<file path="src/codec_clock_pkg.sv">
// Package with register map, field positions, reset values and carriers of the codec clock block
// Notes on behaviour
// - Source bit 3 picks pin or PLL.
// - Bits 6:5 give output 32/64/128/256 fs.
// - Bit 4 enables clock output pin.
// - Bits 2:1 divide input by 1-4.
// - Core clock runs only with bit 0.
// - Regulator bits 2:1 select level, reset 01.
// - Denominator is bytes 47:40 then 39:32.
// - Numerator is bytes 31:24 then 23:16.
// - Input divider X precedes feedback compare.
// - X codes mean 1, 2, 3, 4.
// - Bit 8 picks fractional R+N/M or integer.
// - Lock bit 1 reads lock, write ignored.
// - Lock bit is sticky once set.
// - PLL runs only while bit 0 set.
package codec_clock_pkg;

  // ****************************************************************
  // Register map
  // ****************************************************************
  localparam logic [15:0] ADDR_CLOCK_CTRL = 16'h4000;
  localparam logic [15:0] ADDR_REGULATOR = 16'h4001;
  localparam logic [15:0] ADDR_SYNTH = 16'h4002;
  localparam logic [2:0] SYNTH_LAST_BYTE = 3'h5; // Bytes 0..5, MSB byte first

  // ****************************************************************
  // Field positions
  // ****************************************************************
  localparam int CORE_EN_BIT = 0;
  localparam int IN_RATE_LSB = 1;
  localparam int SRC_SEL_BIT = 3;
  localparam int OUT_EN_BIT = 4;
  localparam int OUT_RATE_LSB = 5;
  localparam int LEVEL_LSB = 1;
  localparam int DEN_HI_LSB = 40;
  localparam int DEN_LO_LSB = 32;
  localparam int NUM_HI_LSB = 24;
  localparam int NUM_LO_LSB = 16;
  localparam int INT_R_LSB = 11;
  localparam int IN_DIV_LSB = 9;
  localparam int TYPE_BIT = 8;
  localparam int LOCK_BIT = 1;
  localparam int PLL_EN_BIT = 0;

  // ****************************************************************
  // Reset values and write masks
  // ****************************************************************
  localparam logic [7:0] CLOCK_CTRL_RESET = 8'h00;
  localparam logic [7:0] CLOCK_CTRL_MASK = 8'h7F;
  localparam logic [7:0] REGULATOR_RESET = 8'h02;
  localparam logic [7:0] REGULATOR_MASK = 8'h06;
  localparam logic [47:0] SYNTH_RESET = 48'h0753_0287_1901;
  localparam logic [47:0] SYNTH_MASK = 48'hFFFF_FFFF_7F01;

  // ****************************************************************
  // Counts
  // ****************************************************************
  localparam logic [1:0] LOCK_MATCHES = 2'h2; // Reference periods matching the one before, counted before lock
  localparam int PERIOD_W = 16;

  // ****************************************************************
  // Carriers
  // ****************************************************************
  typedef struct packed {
    logic wr;
    logic rd;
    logic [15:0] addr;
    logic [7:0] wdata;
  } reg_req_s;

  typedef struct packed {
    logic [7:0] clock_ctrl;
    logic [7:0] regulator;
    logic [47:0] synth;
    logic [39:0] stage;
    logic [1:0] pin_sync;
    logic pin_prev;
    logic [PERIOD_W-1:0] ref_cnt;
    logic [PERIOD_W-1:0] ref_period;
    logic [1:0] match_cnt;
    logic lock;
    logic [32:0] acc;
    logic pll_tick;
    logic [7:0] core_cnt;
    logic out_level;
    logic [7:0] rdata;
    logic rvalid;
  } clock_state_s;

  typedef struct packed {
    logic [2:0] count;
    logic tick;
  } div_state_s;

  // Divisor of a two-bit divide code: 00..11 give 1..4
  function automatic logic [2:0] divisor_of(input logic [1:0] code);
    divisor_of = {1'b0, code} + 3'h1;
  endfunction

endpackage

</file>
<file path="src/tick_divider.sv">
// Divider passing every Nth input tick, N chosen by a two-bit code
`timescale 1ns/1ps
module tick_divider
  import codec_clock_pkg::*;
(
  input wire logic clk,
  input wire logic srst,
  input wire logic ce,
  input wire logic tick_in,
  input wire logic [1:0] div_code,
  output logic tick_out
);

  div_state_s st;
  div_state_s next_st;

  // Count input ticks and emit one tick per full count
  always_comb begin
    next_st = st;
    next_st.tick = 1'b0;
    if (tick_in) begin
      if (st.count + 3'h1 >= divisor_of(div_code)) begin
        next_st.count = 3'h0;
        next_st.tick = 1'b1;
      end else begin
        next_st.count = st.count + 3'h1;
      end
    end
  end

  // State register
  always_ff @(posedge clk) begin
    if (srst) begin
      st <= '0;
    end else if (ce) begin
      st <= next_st;
    end
  end

  assign tick_out = st.tick;

endmodule

</file>
<file path="src/codec_clock_pll_control.sv">
// Clock source selection, PLL model, core divider, clock output and regulator level of the codec
`timescale 1ns/1ps
module codec_clock_pll_control
  import codec_clock_pkg::*;
(
  input wire logic clk,
  input wire logic srst,
  input wire logic ce,
  input wire reg_req_s reg_req,
  output logic [7:0] reg_rdata,
  output logic reg_rvalid,
  input wire logic master_clock_in_pin,
  output logic master_clock_out,
  output logic master_clock_out_oe_n,
  output logic core_clk_tick,
  output logic core_clk_running,
  output logic pll_clk_tick,
  output logic pll_locked,
  output logic [1:0] core_supply_level
);

  clock_state_s st;
  clock_state_s next_st;

  // ****************************************************************
  // Field decode
  // ****************************************************************
  logic core_en;
  logic src_pll;
  logic out_en;
  logic [1:0] out_rate;
  logic [1:0] in_rate;
  logic pll_en;
  logic frac_mode;
  logic [1:0] in_div;
  logic [3:0] int_r;
  logic [15:0] den_m;
  logic [15:0] num_n;
  logic pin_edge;
  logic ref_tick;
  logic src_tick;
  logic core_tick_raw;
  logic [2:0] byte_idx;
  logic synth_hit;
  logic [47:0] synth_view;

  assign core_en = st.clock_ctrl[CORE_EN_BIT];
  assign src_pll = st.clock_ctrl[SRC_SEL_BIT];
  assign out_en = st.clock_ctrl[OUT_EN_BIT];
  assign out_rate = st.clock_ctrl[OUT_RATE_LSB +: 2];
  assign in_rate = st.clock_ctrl[IN_RATE_LSB +: 2];
  assign pll_en = st.synth[PLL_EN_BIT];
  assign frac_mode = st.synth[TYPE_BIT];
  assign in_div = st.synth[IN_DIV_LSB +: 2];
  assign int_r = st.synth[INT_R_LSB +: 4];
  assign den_m = {st.synth[DEN_HI_LSB +: 8], st.synth[DEN_LO_LSB +: 8]};
  assign num_n = {st.synth[NUM_HI_LSB +: 8], st.synth[NUM_LO_LSB +: 8]};

  // Rising edge of the synchronised pin, taken only from the second stage
  assign pin_edge = st.pin_sync[1] & ~st.pin_prev;

  // Lock is never stored in the synth register; the register view merges it in on reads
  always_comb begin
    synth_view = st.synth;
    synth_view[LOCK_BIT] = st.lock;
  end

  assign byte_idx = reg_req.addr[2:0] - ADDR_SYNTH[2:0];
  assign synth_hit = (reg_req.addr >= ADDR_SYNTH) && (reg_req.addr <= ADDR_SYNTH + {13'h0, SYNTH_LAST_BYTE});

  // ****************************************************************
  // Dividers
  // ****************************************************************
  // Reference divider in front of the feedback comparison
  tick_divider ref_div (
    .clk(clk),
    .srst(srst),
    .ce(ce),
    .tick_in(pin_edge & pll_en),
    .div_code(in_div),
    .tick_out(ref_tick)
  );

  // Source select feeds the core divider
  assign src_tick = src_pll ? st.pll_tick : pin_edge;

  // Core divider brings the source down to 256 fs
  tick_divider core_div (
    .clk(clk),
    .srst(srst),
    .ce(ce),
    .tick_in(src_tick),
    .div_code(in_rate),
    .tick_out(core_tick_raw)
  );

  // ****************************************************************
  // Next state
  // ****************************************************************
  always_comb begin
    logic [32:0] inc;
    logic [32:0] modv;
    logic [32:0] sum;
    logic commit;
    inc = '0;
    modv = '0;
    sum = '0;
    commit = 1'b0;
    next_st = st;
    next_st.rvalid = 1'b0;
    next_st.pll_tick = 1'b0;
    next_st.pin_sync = {st.pin_sync[0], master_clock_in_pin};
    next_st.pin_prev = st.pin_sync[1];

    // Register writes; the wide register only changes on its last byte
    if (reg_req.wr) begin
      if (reg_req.addr == ADDR_CLOCK_CTRL) begin
        next_st.clock_ctrl = reg_req.wdata & CLOCK_CTRL_MASK;
      end else if (reg_req.addr == ADDR_REGULATOR) begin
        next_st.regulator = reg_req.wdata & REGULATOR_MASK;
      end else if (synth_hit) begin
        if (byte_idx == SYNTH_LAST_BYTE) begin
          // Atomic commit keeps the PLL from ever seeing a half-written set
          next_st.synth = {st.stage, reg_req.wdata} & SYNTH_MASK;
          commit = 1'b1;
        end else begin
          next_st.stage[8*(4-byte_idx) +: 8] = reg_req.wdata;
        end
      end
    end

    // Register reads, answered one cycle later; unmapped reads give zero
    if (reg_req.rd) begin
      next_st.rvalid = 1'b1;
      next_st.rdata = 8'h00;
      if (reg_req.addr == ADDR_CLOCK_CTRL) begin
        next_st.rdata = st.clock_ctrl;
      end else if (reg_req.addr == ADDR_REGULATOR) begin
        next_st.rdata = st.regulator;
      end else if (synth_hit) begin
        next_st.rdata = synth_view[8*(5-byte_idx) +: 8];
      end
    end

    // Reference period measurement and lock detection
    if (!pll_en) begin
      next_st.ref_cnt = '0;
      next_st.match_cnt = 2'h0;
      next_st.acc = '0;
    end else begin
      if (st.ref_cnt != {PERIOD_W{1'b1}}) begin
        next_st.ref_cnt = st.ref_cnt + 1'b1;
      end
      if (ref_tick) begin
        next_st.ref_cnt = '0;
        next_st.ref_period = st.ref_cnt + 1'b1;
        if (st.ref_cnt + 1'b1 == st.ref_period) begin
          if (st.match_cnt != LOCK_MATCHES) begin
            next_st.match_cnt = st.match_cnt + 2'h1;
          end
        end else begin
          next_st.match_cnt = 2'h0;
        end
      end
      if (st.match_cnt == LOCK_MATCHES) begin
        next_st.lock = 1'b1;
      end
    end

    // Synthesised output as a phase accumulator: R + N/M ticks per reference period
    if (frac_mode && den_m != 16'h0000) begin
      inc = 33'({int_r} * {16'h0, den_m} + {16'h0, num_n});
      modv = 33'({16'h0, st.ref_period} * {16'h0, den_m});
    end else begin
      inc = 33'(int_r);
      modv = 33'(st.ref_period);
    end
    if (pll_en && st.match_cnt == LOCK_MATCHES) begin
      sum = st.acc + inc;
      if (sum >= modv) begin
        next_st.acc = sum - modv;
        next_st.pll_tick = 1'b1;
      end else begin
        next_st.acc = sum;
      end
    end else begin
      next_st.acc = '0;
    end
    // A new parameter set restarts the phase, so a residue left from a larger modulus cannot burst ticks
    if (commit) begin
      next_st.acc = '0;
    end

    // Core tick counter gives the 32/64/128 fs outputs as plain bits
    if (!core_en) begin
      next_st.core_cnt = 8'h00;
    end else if (core_tick_raw) begin
      next_st.core_cnt = st.core_cnt + 8'h01;
    end

    // Clock output level; 256 fs is a one-cycle high per core tick, so its duty is not 50 %
    case (out_rate)
      2'h0: next_st.out_level = next_st.core_cnt[2];
      2'h1: next_st.out_level = next_st.core_cnt[1];
      2'h2: next_st.out_level = next_st.core_cnt[0];
      2'h3: next_st.out_level = core_en & core_tick_raw;
      default: next_st.out_level = 1'b0;
    endcase
    // Gate with the enables being written, so a pin switched off never shows a last high
    if (!next_st.clock_ctrl[OUT_EN_BIT] || !next_st.clock_ctrl[CORE_EN_BIT]) begin
      next_st.out_level = 1'b0;
    end
  end

  // ****************************************************************
  // State register
  // ****************************************************************
  always_ff @(posedge clk) begin
    if (srst) begin
      st <= '0;
      st.clock_ctrl <= CLOCK_CTRL_RESET;
      st.regulator <= REGULATOR_RESET;
      st.synth <= SYNTH_RESET & SYNTH_MASK;
    end else if (ce) begin
      st <= next_st;
    end
  end

  // ****************************************************************
  // Outputs
  // ****************************************************************
  assign reg_rdata = st.rdata;
  assign reg_rvalid = st.rvalid;
  assign master_clock_out = st.out_level;
  assign master_clock_out_oe_n = ~out_en;
  assign core_clk_tick = core_tick_raw & core_en;
  assign core_clk_running = core_en;
  assign pll_clk_tick = st.pll_tick;
  assign pll_locked = st.lock;
  assign core_supply_level = st.regulator[LEVEL_LSB +: 2];

endmodule

</file>
<file path="config.mk">
export PLATFORM = sky130hd
export DESIGN_NAME = codec_clock_pll_control
export DESIGN_NICKNAME = d
export VERILOG_FILES = /design/src/codec_clock_pkg.sv /design/src/tick_divider.sv /design/src/codec_clock_pll_control.sv
export SDC_FILE = /design/constraint.sdc
export NUM_CORES = 1
export LEC_CHECK = 0
export BUFFER_PORTS_ARGS = -buffer_cell sky130_fd_sc_hd__buf_2
export CORE_MARGIN = 2
export CORE_UTILIZATION = 65
export CTS_CLUSTER_SIZE = 24
export DETAILED_ROUTE_END_ITERATION = 8
export PLACE_DENSITY_LB_ADDON = 0.05
export SLEW_MARGIN = 20
export SYNTH_ARGS = -nofsm -noshare
export SYNTH_HDL_FRONTEND = slang
export SYNTH_HIERARCHICAL = 1
export SYNTH_SLANG_ARGS = --single-unit
</file>
<file path="constraint.sdc">
create_clock -name clk -period 9.1 [get_ports clk]
set_input_delay 0.455 -clock clk [delete_from_list [all_inputs] [get_ports clk]]
set_output_delay 0.455 -clock clk [all_outputs]
set_load 0.02 [all_outputs]
</file>
After elaboration in Yosys (flattened, before gate mapping)
Cells that the tools add are included.

Register bits: 187. Input port bits: 30. Output and inout port bits: 17.

Add/subtract/negate cells: 14. Multiply operators: 2. $lt $le $gt $ge: 5. Eq/ne operators: 14. Shift operators: 3. Mux-type cells: 42. Bitwise logic cells: 8. Reduce and logical (&&, ||, !) cells: 20.

Operator list (number): $mux W88 (2); $mux W101 (1); $mux W33 (3); $mux W91 (1); $mux W48 (1); $shiftx A48 B33 Y8 (1); $bwmux W40 (1); $mux W40 (1); $mux W8 (5); $shift A8 B34 Y40 const A (1); $shiftx A8 B34 Y40 (1); $mux W34 (1); $neg A32 Y34 (1); $add A33 B33 Y33 (1); $ge A33 B33 Y1 (1); $sub A33 B33 Y33 (1); $eq A16 B15 Y1 const B (2); $mul A16 B16 Y32 (1); $mux W16 (2); $mux W32 (1); $add A20 B16 Y21 (1); $mux W21 (1); $mul A4 B16 Y20 (1); $add A16 B1 Y16 const B (1); other kinds (34) (75).

Longest topological paths before layout
Gate-level depths: netlist of the first run.

Word-level depth: 13. Depth in mapped cells: 39. Gate-level depth less buffers: 36.

Hierarchy
The synthesis of the first run kept the hierarchy.

Modules (own cells, without submodules): codec_clock_pll_control (instances 1, cells each 2800, area an instance 22402.7 sq um); tick_divider (instances 2, cells each 32, area an instance 267.8 sq um).

Worst setup path before layout of the first run
No wires, ideal clock.

Path type: register to register. Start point: reg st, in the netlist int_r[1]. End point: reg st[49] (netlist name). Setup time: 122 ps. Arrival: 7958 ps. Required time: 8978 ps. Slack: 1020 ps. Stages on the path, launching flop included: 36. Buffers on the path: 3. Period minus slack after synthesis: 8080 ps. Path through: dfxtp_1 > clkbuf_1 > clkbuf_1 > nand2_1 > fa_1 > fa_1 > fa_1 > inv_1 > ha_1 > nor2b_1 > o21ai_0 > a21boi_0 > o21a_1 > o311ai_0 > nand2b_1 > a311oi_1 > xor2_1 > nor2_1 > ha_1 > or3_1 > o211a_1 > a31o_2 > a31oi_1 > nor3_1 > xor2_1 > ha_1 > a21o_1 > a21o_1 > a21oi_1 > o21ai_0 > nand2b_1 > o211ai_4 > and3b_1 > buf_6 > nor2_1 > a221o_1.

Longest elaborated chain between the ends: 8. Elaborated cells on any way between the ends: 9.

RTL lines: start: declaration (RTL line codec_clock_pll_control.sv:22) `clock_state_s st;`; start signal: assignment (RTL line codec_clock_pll_control.sv:225) `st <= next_st;`; $mul A4 B16 Y20 (RTL line codec_clock_pll_control.sv:172) `inc = 33'({int_r} * {16'h0, den_m} + {16'h0, num_n});`; $add A20 B16 Y21 (RTL line codec_clock_pll_control.sv:172); $mux W21 (*) (RTL line codec_clock_pll_control.sv:171) `if (frac_mode && den_m != 16'h0000) begin`; $add A33 B33 Y33 (*) (RTL line codec_clock_pll_control.sv:179) `sum = st.acc + inc;`; $sub A33 B33 Y33 or $ge A33 B33 Y1 (tied branches) (RTL line codec_clock_pll_control.sv:181, codec_clock_pll_control.sv:180); $mux W33 (*) (RTL line codec_clock_pll_control.sv:180) `if (sum >= modv) begin`; $mux W33 (*) (RTL line codec_clock_pll_control.sv:178) `if (pll_en && st.match_cnt == LOCK_MATCHES) begin`; $mux W33 (*) (RTL line codec_clock_pll_control.sv:190) `if (commit) begin`.

Mark *: on every way between the ends. The rest lies on a longest branch, timed or not. A chain may end at the register's enable or synchronous reset.

Final worst setup path of the first run
Start point: reg st[58] (netlist name). End point: reg st[23] (netlist name).

Longest elaborated chain between the ends: 6. Elaborated cells on any way between the ends: 7.

RTL lines: $mul A16 B16 Y32 (RTL line codec_clock_pll_control.sv:173) `modv = 33'({16'h0, st.ref_period} * {16'h0, den_m});`; $mux W32 (*) (RTL line codec_clock_pll_control.sv:171); $sub A33 B33 Y33 or $ge A33 B33 Y1 (tied branches) (RTL line codec_clock_pll_control.sv:181, codec_clock_pll_control.sv:180); $mux W33 (*) (RTL line codec_clock_pll_control.sv:180); $mux W33 (*) (RTL line codec_clock_pll_control.sv:178); $mux W33 (*) (RTL line codec_clock_pll_control.sv:190).

Marks and branches as above.

==> impl_results.md, run 1 <==
* Status: completed
* Largest net degree at the start of global routing at 95
* TritonCTS clock tree: yes
* Xor/xnor share of the synthesized area at 0.0463
* GPL Wtd Cong at 0.957
* Detail Route Antenna Nets at 0
* IO Port Bufs at 46
* Most Frequent Cell on Critical Path: fa_1
* Main combinational cell family by area after synthesis: adder cells
* Number of flops mapped to enable cells by yosys at 0
* DRT Pass-1 Iters at 8
* Startpoint types: register
* Top Ports at between 40 and 50
* Max cap viols at 0
* Setup TNS at 0 ns
* Ys Warns at 6
* Htree depth at 4
* Hold WS at 0.242 ns
* Row cnt at 68
* Register area share after synthesis at 0.158
* Clk_lat worst skew at 0.45 ns
* CP Buf/Inv Count at 3
* Critical path's top delay family: adder cells
* First-pass GRT wire length at between 90000 and 100000 microns
* Fin. max-slew vios at 0
* Final hold viol count at 0
* # setup viols final at 0
* Antenna violations before repair at 0
* CP Class: register to register
* Required time of the critical path at 9.40 ns
* Vias at slightly below 20000
* TritonCTS Buffers at 17
* Worst-margin pin slew at 0.992 ns
* Total wire length at slightly above 60000 microns
* Setup WS pre-CTS at ~0.33 ns
* Nets@finish at 3300
* Synthesized area at between 20000 and 25000 sq um
* Worst setup EP type: register
* Relative slew margins at 0.333
* Slowest cell on crit path: dfxtp_1
* Layout cell share with drive strength beyond 1 at 0.0629
* Initial Util at 0.662
* Top cell type's share of synthesized area at 0.209
* Drt initial violations at 1524
* Hold Buf Count CTS at 0
* Area leader, netlist: fa_1
* Worst EP arrival at 8.95 ns
* Compound-Gate Fraction of Synth Area at 0.141
* Non-filler cells, final at 3286
* Routed WL per cell at between 15 and 20 microns
* Fin crit share at 0.951
* Routed vias/inst at just under 6
* Synth area leaders: fa_1 (21%), dfxtp_1 (16%), ha_1 (12%)
* Syn nets at between 3000 and 4000
* Number of cells produced by synthesis at 2864
* GRT overflow at 0
* Die Ht at 192 microns
* Pleak at about 11 nW
* HP Class: primary input to register
* Max Clock Freq at between 100 and 150 MHz
* CTS clk-pin slew, worst paths at around 0.070 ns
* Fillcell total at about 3000
* Die area at ~37000 sq um
* Placed Cells at between 3000 and 4000
* Mux share of post-synthesis cell area at 0.0261
* Post-Synth Adder-Cell Area at 0.324
* # diodes at 0
* Clock Tree Root: clkbuf_16
* Final core occ at 0.697
* Ys flop type: dfxtp_1
* Vias in the first global route at between 15000 and 20000
* DRC violations left at 0
* Worst Clk Skew at 0.0172 ns
* Clock buffer depth at 2
* Synth Area in Simple Gates at 0.216
* Post-Syn Area per Cell at between 8 and 9 sq um
* Worst vdd ir at 171 uV
* Die Width at 192 microns
* Post-route worst setup slack at 0.449 ns
* Yosys cell types at 84
* CTS Sinks at 181
* Layout Area Growth over Synthesis at 5.19%
* Power density over cell area at approximately 80 nW/um^2
* Tmin final at 8.65 ns
* Crit-path max cell delay at 0.93 ns
* Total GRT Usage at 0.338
* Critical path peak fanout at 20
* Core ar. at roughly 35000 sq um
* DP HPWL at between 40000 and 50000 microns
* Yosys reg bits at 181
* Post-synth ARST share at 0
-- cell usage in the layout (no fill, tap or decap), drive strengths merged, types with 22 or more instances in the layout --
cell type,instances
xnor2,75
xor2,41
buf,97
nor3,43
and2,188
nand3,67
inv,369
o21bai,26
nand2,368
a21oi,189
ha,212
mux2i,52
nor2b,22
nor2,194
a211oi,27
dfxtp,181
a21o,34
nand2b,23
nand4,23
o21ai,98
fa,239
-- area by class of cell --
cell class	instances	area, sq um	share of cell area
clock buffers	19	443	0.0184
clock inverters	12	144	0.00596
inverters	365	1370	0.0568
multi-input cells	2157	17300	0.719
flip-flops and latches	181	3640	0.151
well taps	455	569	0.0236
repair buffers	97	628	0.0260
-- worst register-to-register path, delay by kind of cell, from the launching register on --
kind,cells,cell delay [ns]
fa+ha+maj,8,3.63
compound gates,11,2.20
simple gates,5,0.94
flops,1,0.93
buf+inv,3,0.36
mux,1,0.26
xor+xnor,1,0.20
-- stage by stage --
step | power, mW | area, sq um
3_3_place_gp | 1.18 | 23500
5_1_grt | 2.00 | 24100
6_report | 1.94 | 24100
4_1_cts | 1.94 | 24100
2_1_floorplan | 1.10 | 22900
3_5_place_dp | 1.19 | 23500
-- repair_timing --
| action | CTS | global route |
|---|---|---|
| gates resized for setup | 0 | 22 |
| endpoints found under the setup margin | 0 | 32 |
| buffers inserted | 0 | 0 |
-- worst paths after layout --
kind,to,cells past startpoint,startpoint,slack [ns]
worst max-delay path,st[23],29,st[58],0.45
worst min-delay path,next_st[89],3,master_clock_in_pin,0.24
worst max register to register,st[23],29,st[58],0.45
worst min register to register,register,2,register,0.46
-- logic make-up after synthesis --
family,Yosys count
buffers and inverters,526
muxes,56
xor gates and xnor gates,118
DFF,181
and+or+nand+nor,1026
adders and majority gates,451
AOI/OAI and AO/OA,506
-- metal layers --
metal	vias to the layer above	track usage	wire [microns]
li1	9305	-	-
met1	9405	0.448	25500
met2	732	0.567	28600
met3	117	0.0462	4240
met4	0	0.116	2030
met5	-	0	0
-- synthesized netlist by cell type, drive strengths merged, types with 5 or more instances --
library cell and number:
nand4 23, mux2i 52, o21a 15, o22ai 9
xnor2 75, and2 188, o31ai 7, nor2 194
inv 365, nand3 67, o211ai 6, and3 21
a221oi 9, or2 9, nand3b 16, a21oi 189
o2111ai 5, or3 13, nand2 368, a311oi 5
nor3b 9, a31o 6, nor4 18, a21o 34
clkbuf 132, a211o 7, o21ai 98, o21bai 26
xor2 41, a31oi 20, nand2b 23, dfxtp 181
nor3 43, ha 212, a211oi 27, buf 29
fa 239, nor2b 22
-- report_power, final --
group	internal, mW	switching [mW]	total [mW]
clock network	0.416	0.344	0.759
registers	0.795	0.00607	0.801
logic	0.149	0.227	0.376
Power figures use the tool's default switching activity.
==> run 2, diff against run 1 <==
- ABC_AREA: not set -> 1
==> impl_results.md, run 2 <==
* CTS clk-pin slew, worst paths at approximately 0.08 ns
* Syn nets at between 4000 and 5000
* Layout Area Growth over Synthesis at 4.31%
* Vias at approximately 24000
* Max cap viols at 0
* Initial Util at 0.659
* Synth area leaders: fa_1 (19%), dfxtp_1 (15%), nand2_1 (13%)
* Routed WL per cell at 18.1 microns
* Clock buffer depth at 2
* Post-synth ARST share at 0
* TritonCTS clock tree: yes
* Sequential cell area at ~3600 sq um
* RSZ-0062 raised after global routing: no
* Die area at between 30000 and 40000 sq um
* Row cnt at ~70
* Layout cell share with drive strength beyond 1 at 0.0511
* Hold WS at between 0.2 and 0.25 ns
* Fillcell total at approximately 3300
* Most frequent cells in the layout: nand2_1 (885), inv_1 (823), a21oi_1 (256)
* Number of cells produced by synthesis at 3700
* Fin. max-slew vios at 0
* Crit-path max cell delay at 1.00 ns
* DP HPWL at about 60000 microns
* Total GRT Usage at 0.389
* Required time of the critical path at around 9.4 ns
* Number of flops mapped to enable cells by yosys at 0
* Die Ht at 199 microns
* Slowest cell on crit path: dfxtp_1
* Startpoint types: register
* Largest net degree at the start of global routing at 96
* Worst vdd ir at roughly 140 uV
* TritonCTS Buffers at 17
* Total wire length at between 70000 and 80000 microns
* Nets@finish at just over 4000
* Post-Syn Area per Cell at 6.69 sq um
* Most frequent cells after synthesis: nand2_1 (885), inv_1 (824), a21oi_1 (256)
* Ys flop type: dfxtp_1
* Fin crit share at 0.929
* Tmin final at roughly 8.5 ns
* Worst Clk Skew at 0.0148 ns
* Clock Tree Root: clkbuf_16
* GPL Wtd Cong at between 0.9 and 1
* HP Class: primary input to register
* Detail Route Antenna Nets at 0
* IO Port Bufs at 46
* Power density over cell area at between 80 and 90 nW/um^2
* Worst EP arrival at 8.77 ns
* Worst setup EP type: register
* Synthesized area at around 25000 sq um
* Yosys reg bits at 181
* CP Class: register to register
* DRT Pass-1 Iters at 7
* Critical path peak fanout at 33
* Yosys cell types at just over 60
* Count leader, synth: nand2_1
* Core ar. at ~38000 sq um
* Max Clock Freq at 118 MHz
* Relative slew margins at 0.285
* Final core occ at 0.687
* Leading cell type in the layout, fill and taps excluded: nand2_1
* # setup viols final at 0
* CTS Sinks at between 150 and 200
* Pleak at 14.2 nW
* Flop-to-flop setup slack at approximately 0.65 ns
* DRC violations left at 0
* GRT overflow at 0
* First-pass GRT wire length at 119000 microns
* Final hold viol count at 0
* Htree depth at 4
* Worst-margin pin slew at roughly 1.1 ns
* Hold Buf Count CTS at 0
* Ys Warns at 6
* Multi-input logic area at about 17000 sq um
* Die Width at between 150 and 200 microns
* Clk_lat worst skew at 0.48 ns
* Vias in the first global route at between 20000 and 25000
* Status: completed
* Drt initial violations at around 2200
* Antenna violations before repair at 1
* Routed vias/inst at 5.72
* Top Ports at between 40 and 50
* Top cell type's share of synthesized area at 0.193
* Area leader, netlist: fa_1
* Register area share after synthesis at 0.146
* Setup TNS at 0 ns
-- run 2: metal layers --
layer	share of wire	up-vias	global-route usage
met4	0.060	0	0.226
met5	0	-	0
met2	0.46	1202	0.632
met1	0.39	11100	0.483
li1	-	11300	-
met3	0.086	262	0.0743
-- run 2: worst paths after layout --
path / to / startpoint / cells after the start
worst max register to register: st[40] / st[68] / 35
worst min-delay path: next_st[89] / master_clock_in_pin / 3
worst min register to register: st[87] / st[87] / 2
worst max-delay path: st[40] / st[68] / 35
-- run 2: cell families (layout without fill, tap and decap cells) --
family / Yosys count / in the layout / share of synthesized area
AO/OA/AOI/OAI: 555 / 555 / 0.124
XOR/XNOR: 73 / 73 / 0.0258
flip-flops: 181 / 181 / 0.146
buffers and inverters: 989 / 950 / 0.154
other: 0 / 1 / 0
AND/OR/NAND/NOR: 1450 / 1450 / 0.249
adder cells (fa/ha/maj): 451 / 451 / 0.300
multiplexers: 1 / 1 / 0.000404
-- run 2: per-stage QoR --
stage,area [sq um],setup WS [ns],instances,power [mW]
6_report,25800,0.646,4173,2.26
5_1_grt,25800,0.0890,4172,2.36
4_1_cts,25800,0.700,4172,2.24
3_5_place_dp,25200,0.738,4140,1.48
3_3_place_gp,25200,0.942,4140,1.47
2_1_floorplan,24800,1.92,3700,1.31
-- run 2: power by group --
group | switching, mW | internal (mW)
Combinational | 0.456 | 0.213
Sequential | 0.0153 | 0.798
Clock | 0.372 | 0.406
-- run 2: what timing repair did --
action,in CTS,in global routing
resized for setup,0,2
setup endpoints to repair,0,33
buffers inserted,0,0
-- run 2: area by class of cell --
type                            instances  area share
Timing Repair Buffer                   81      0.0191
Clock inverter                         13     0.00611
Sequential cell                       181       0.140
Multi-Input combinational cell       2530       0.670
Antenna cell                            1   0.0000969
Tap cell                              511      0.0248
Inverter                              837       0.122
Clock buffer                           19      0.0175
-- run 2: worst max-delay path, delay by kind of cell (launching register included) --
kind,cells,cell delay (ns)
simple gates,12,1.33
flops,1,1.00
compound gates,8,1.40
fa+ha+maj,8,3.80
buf+inv,7,0.74
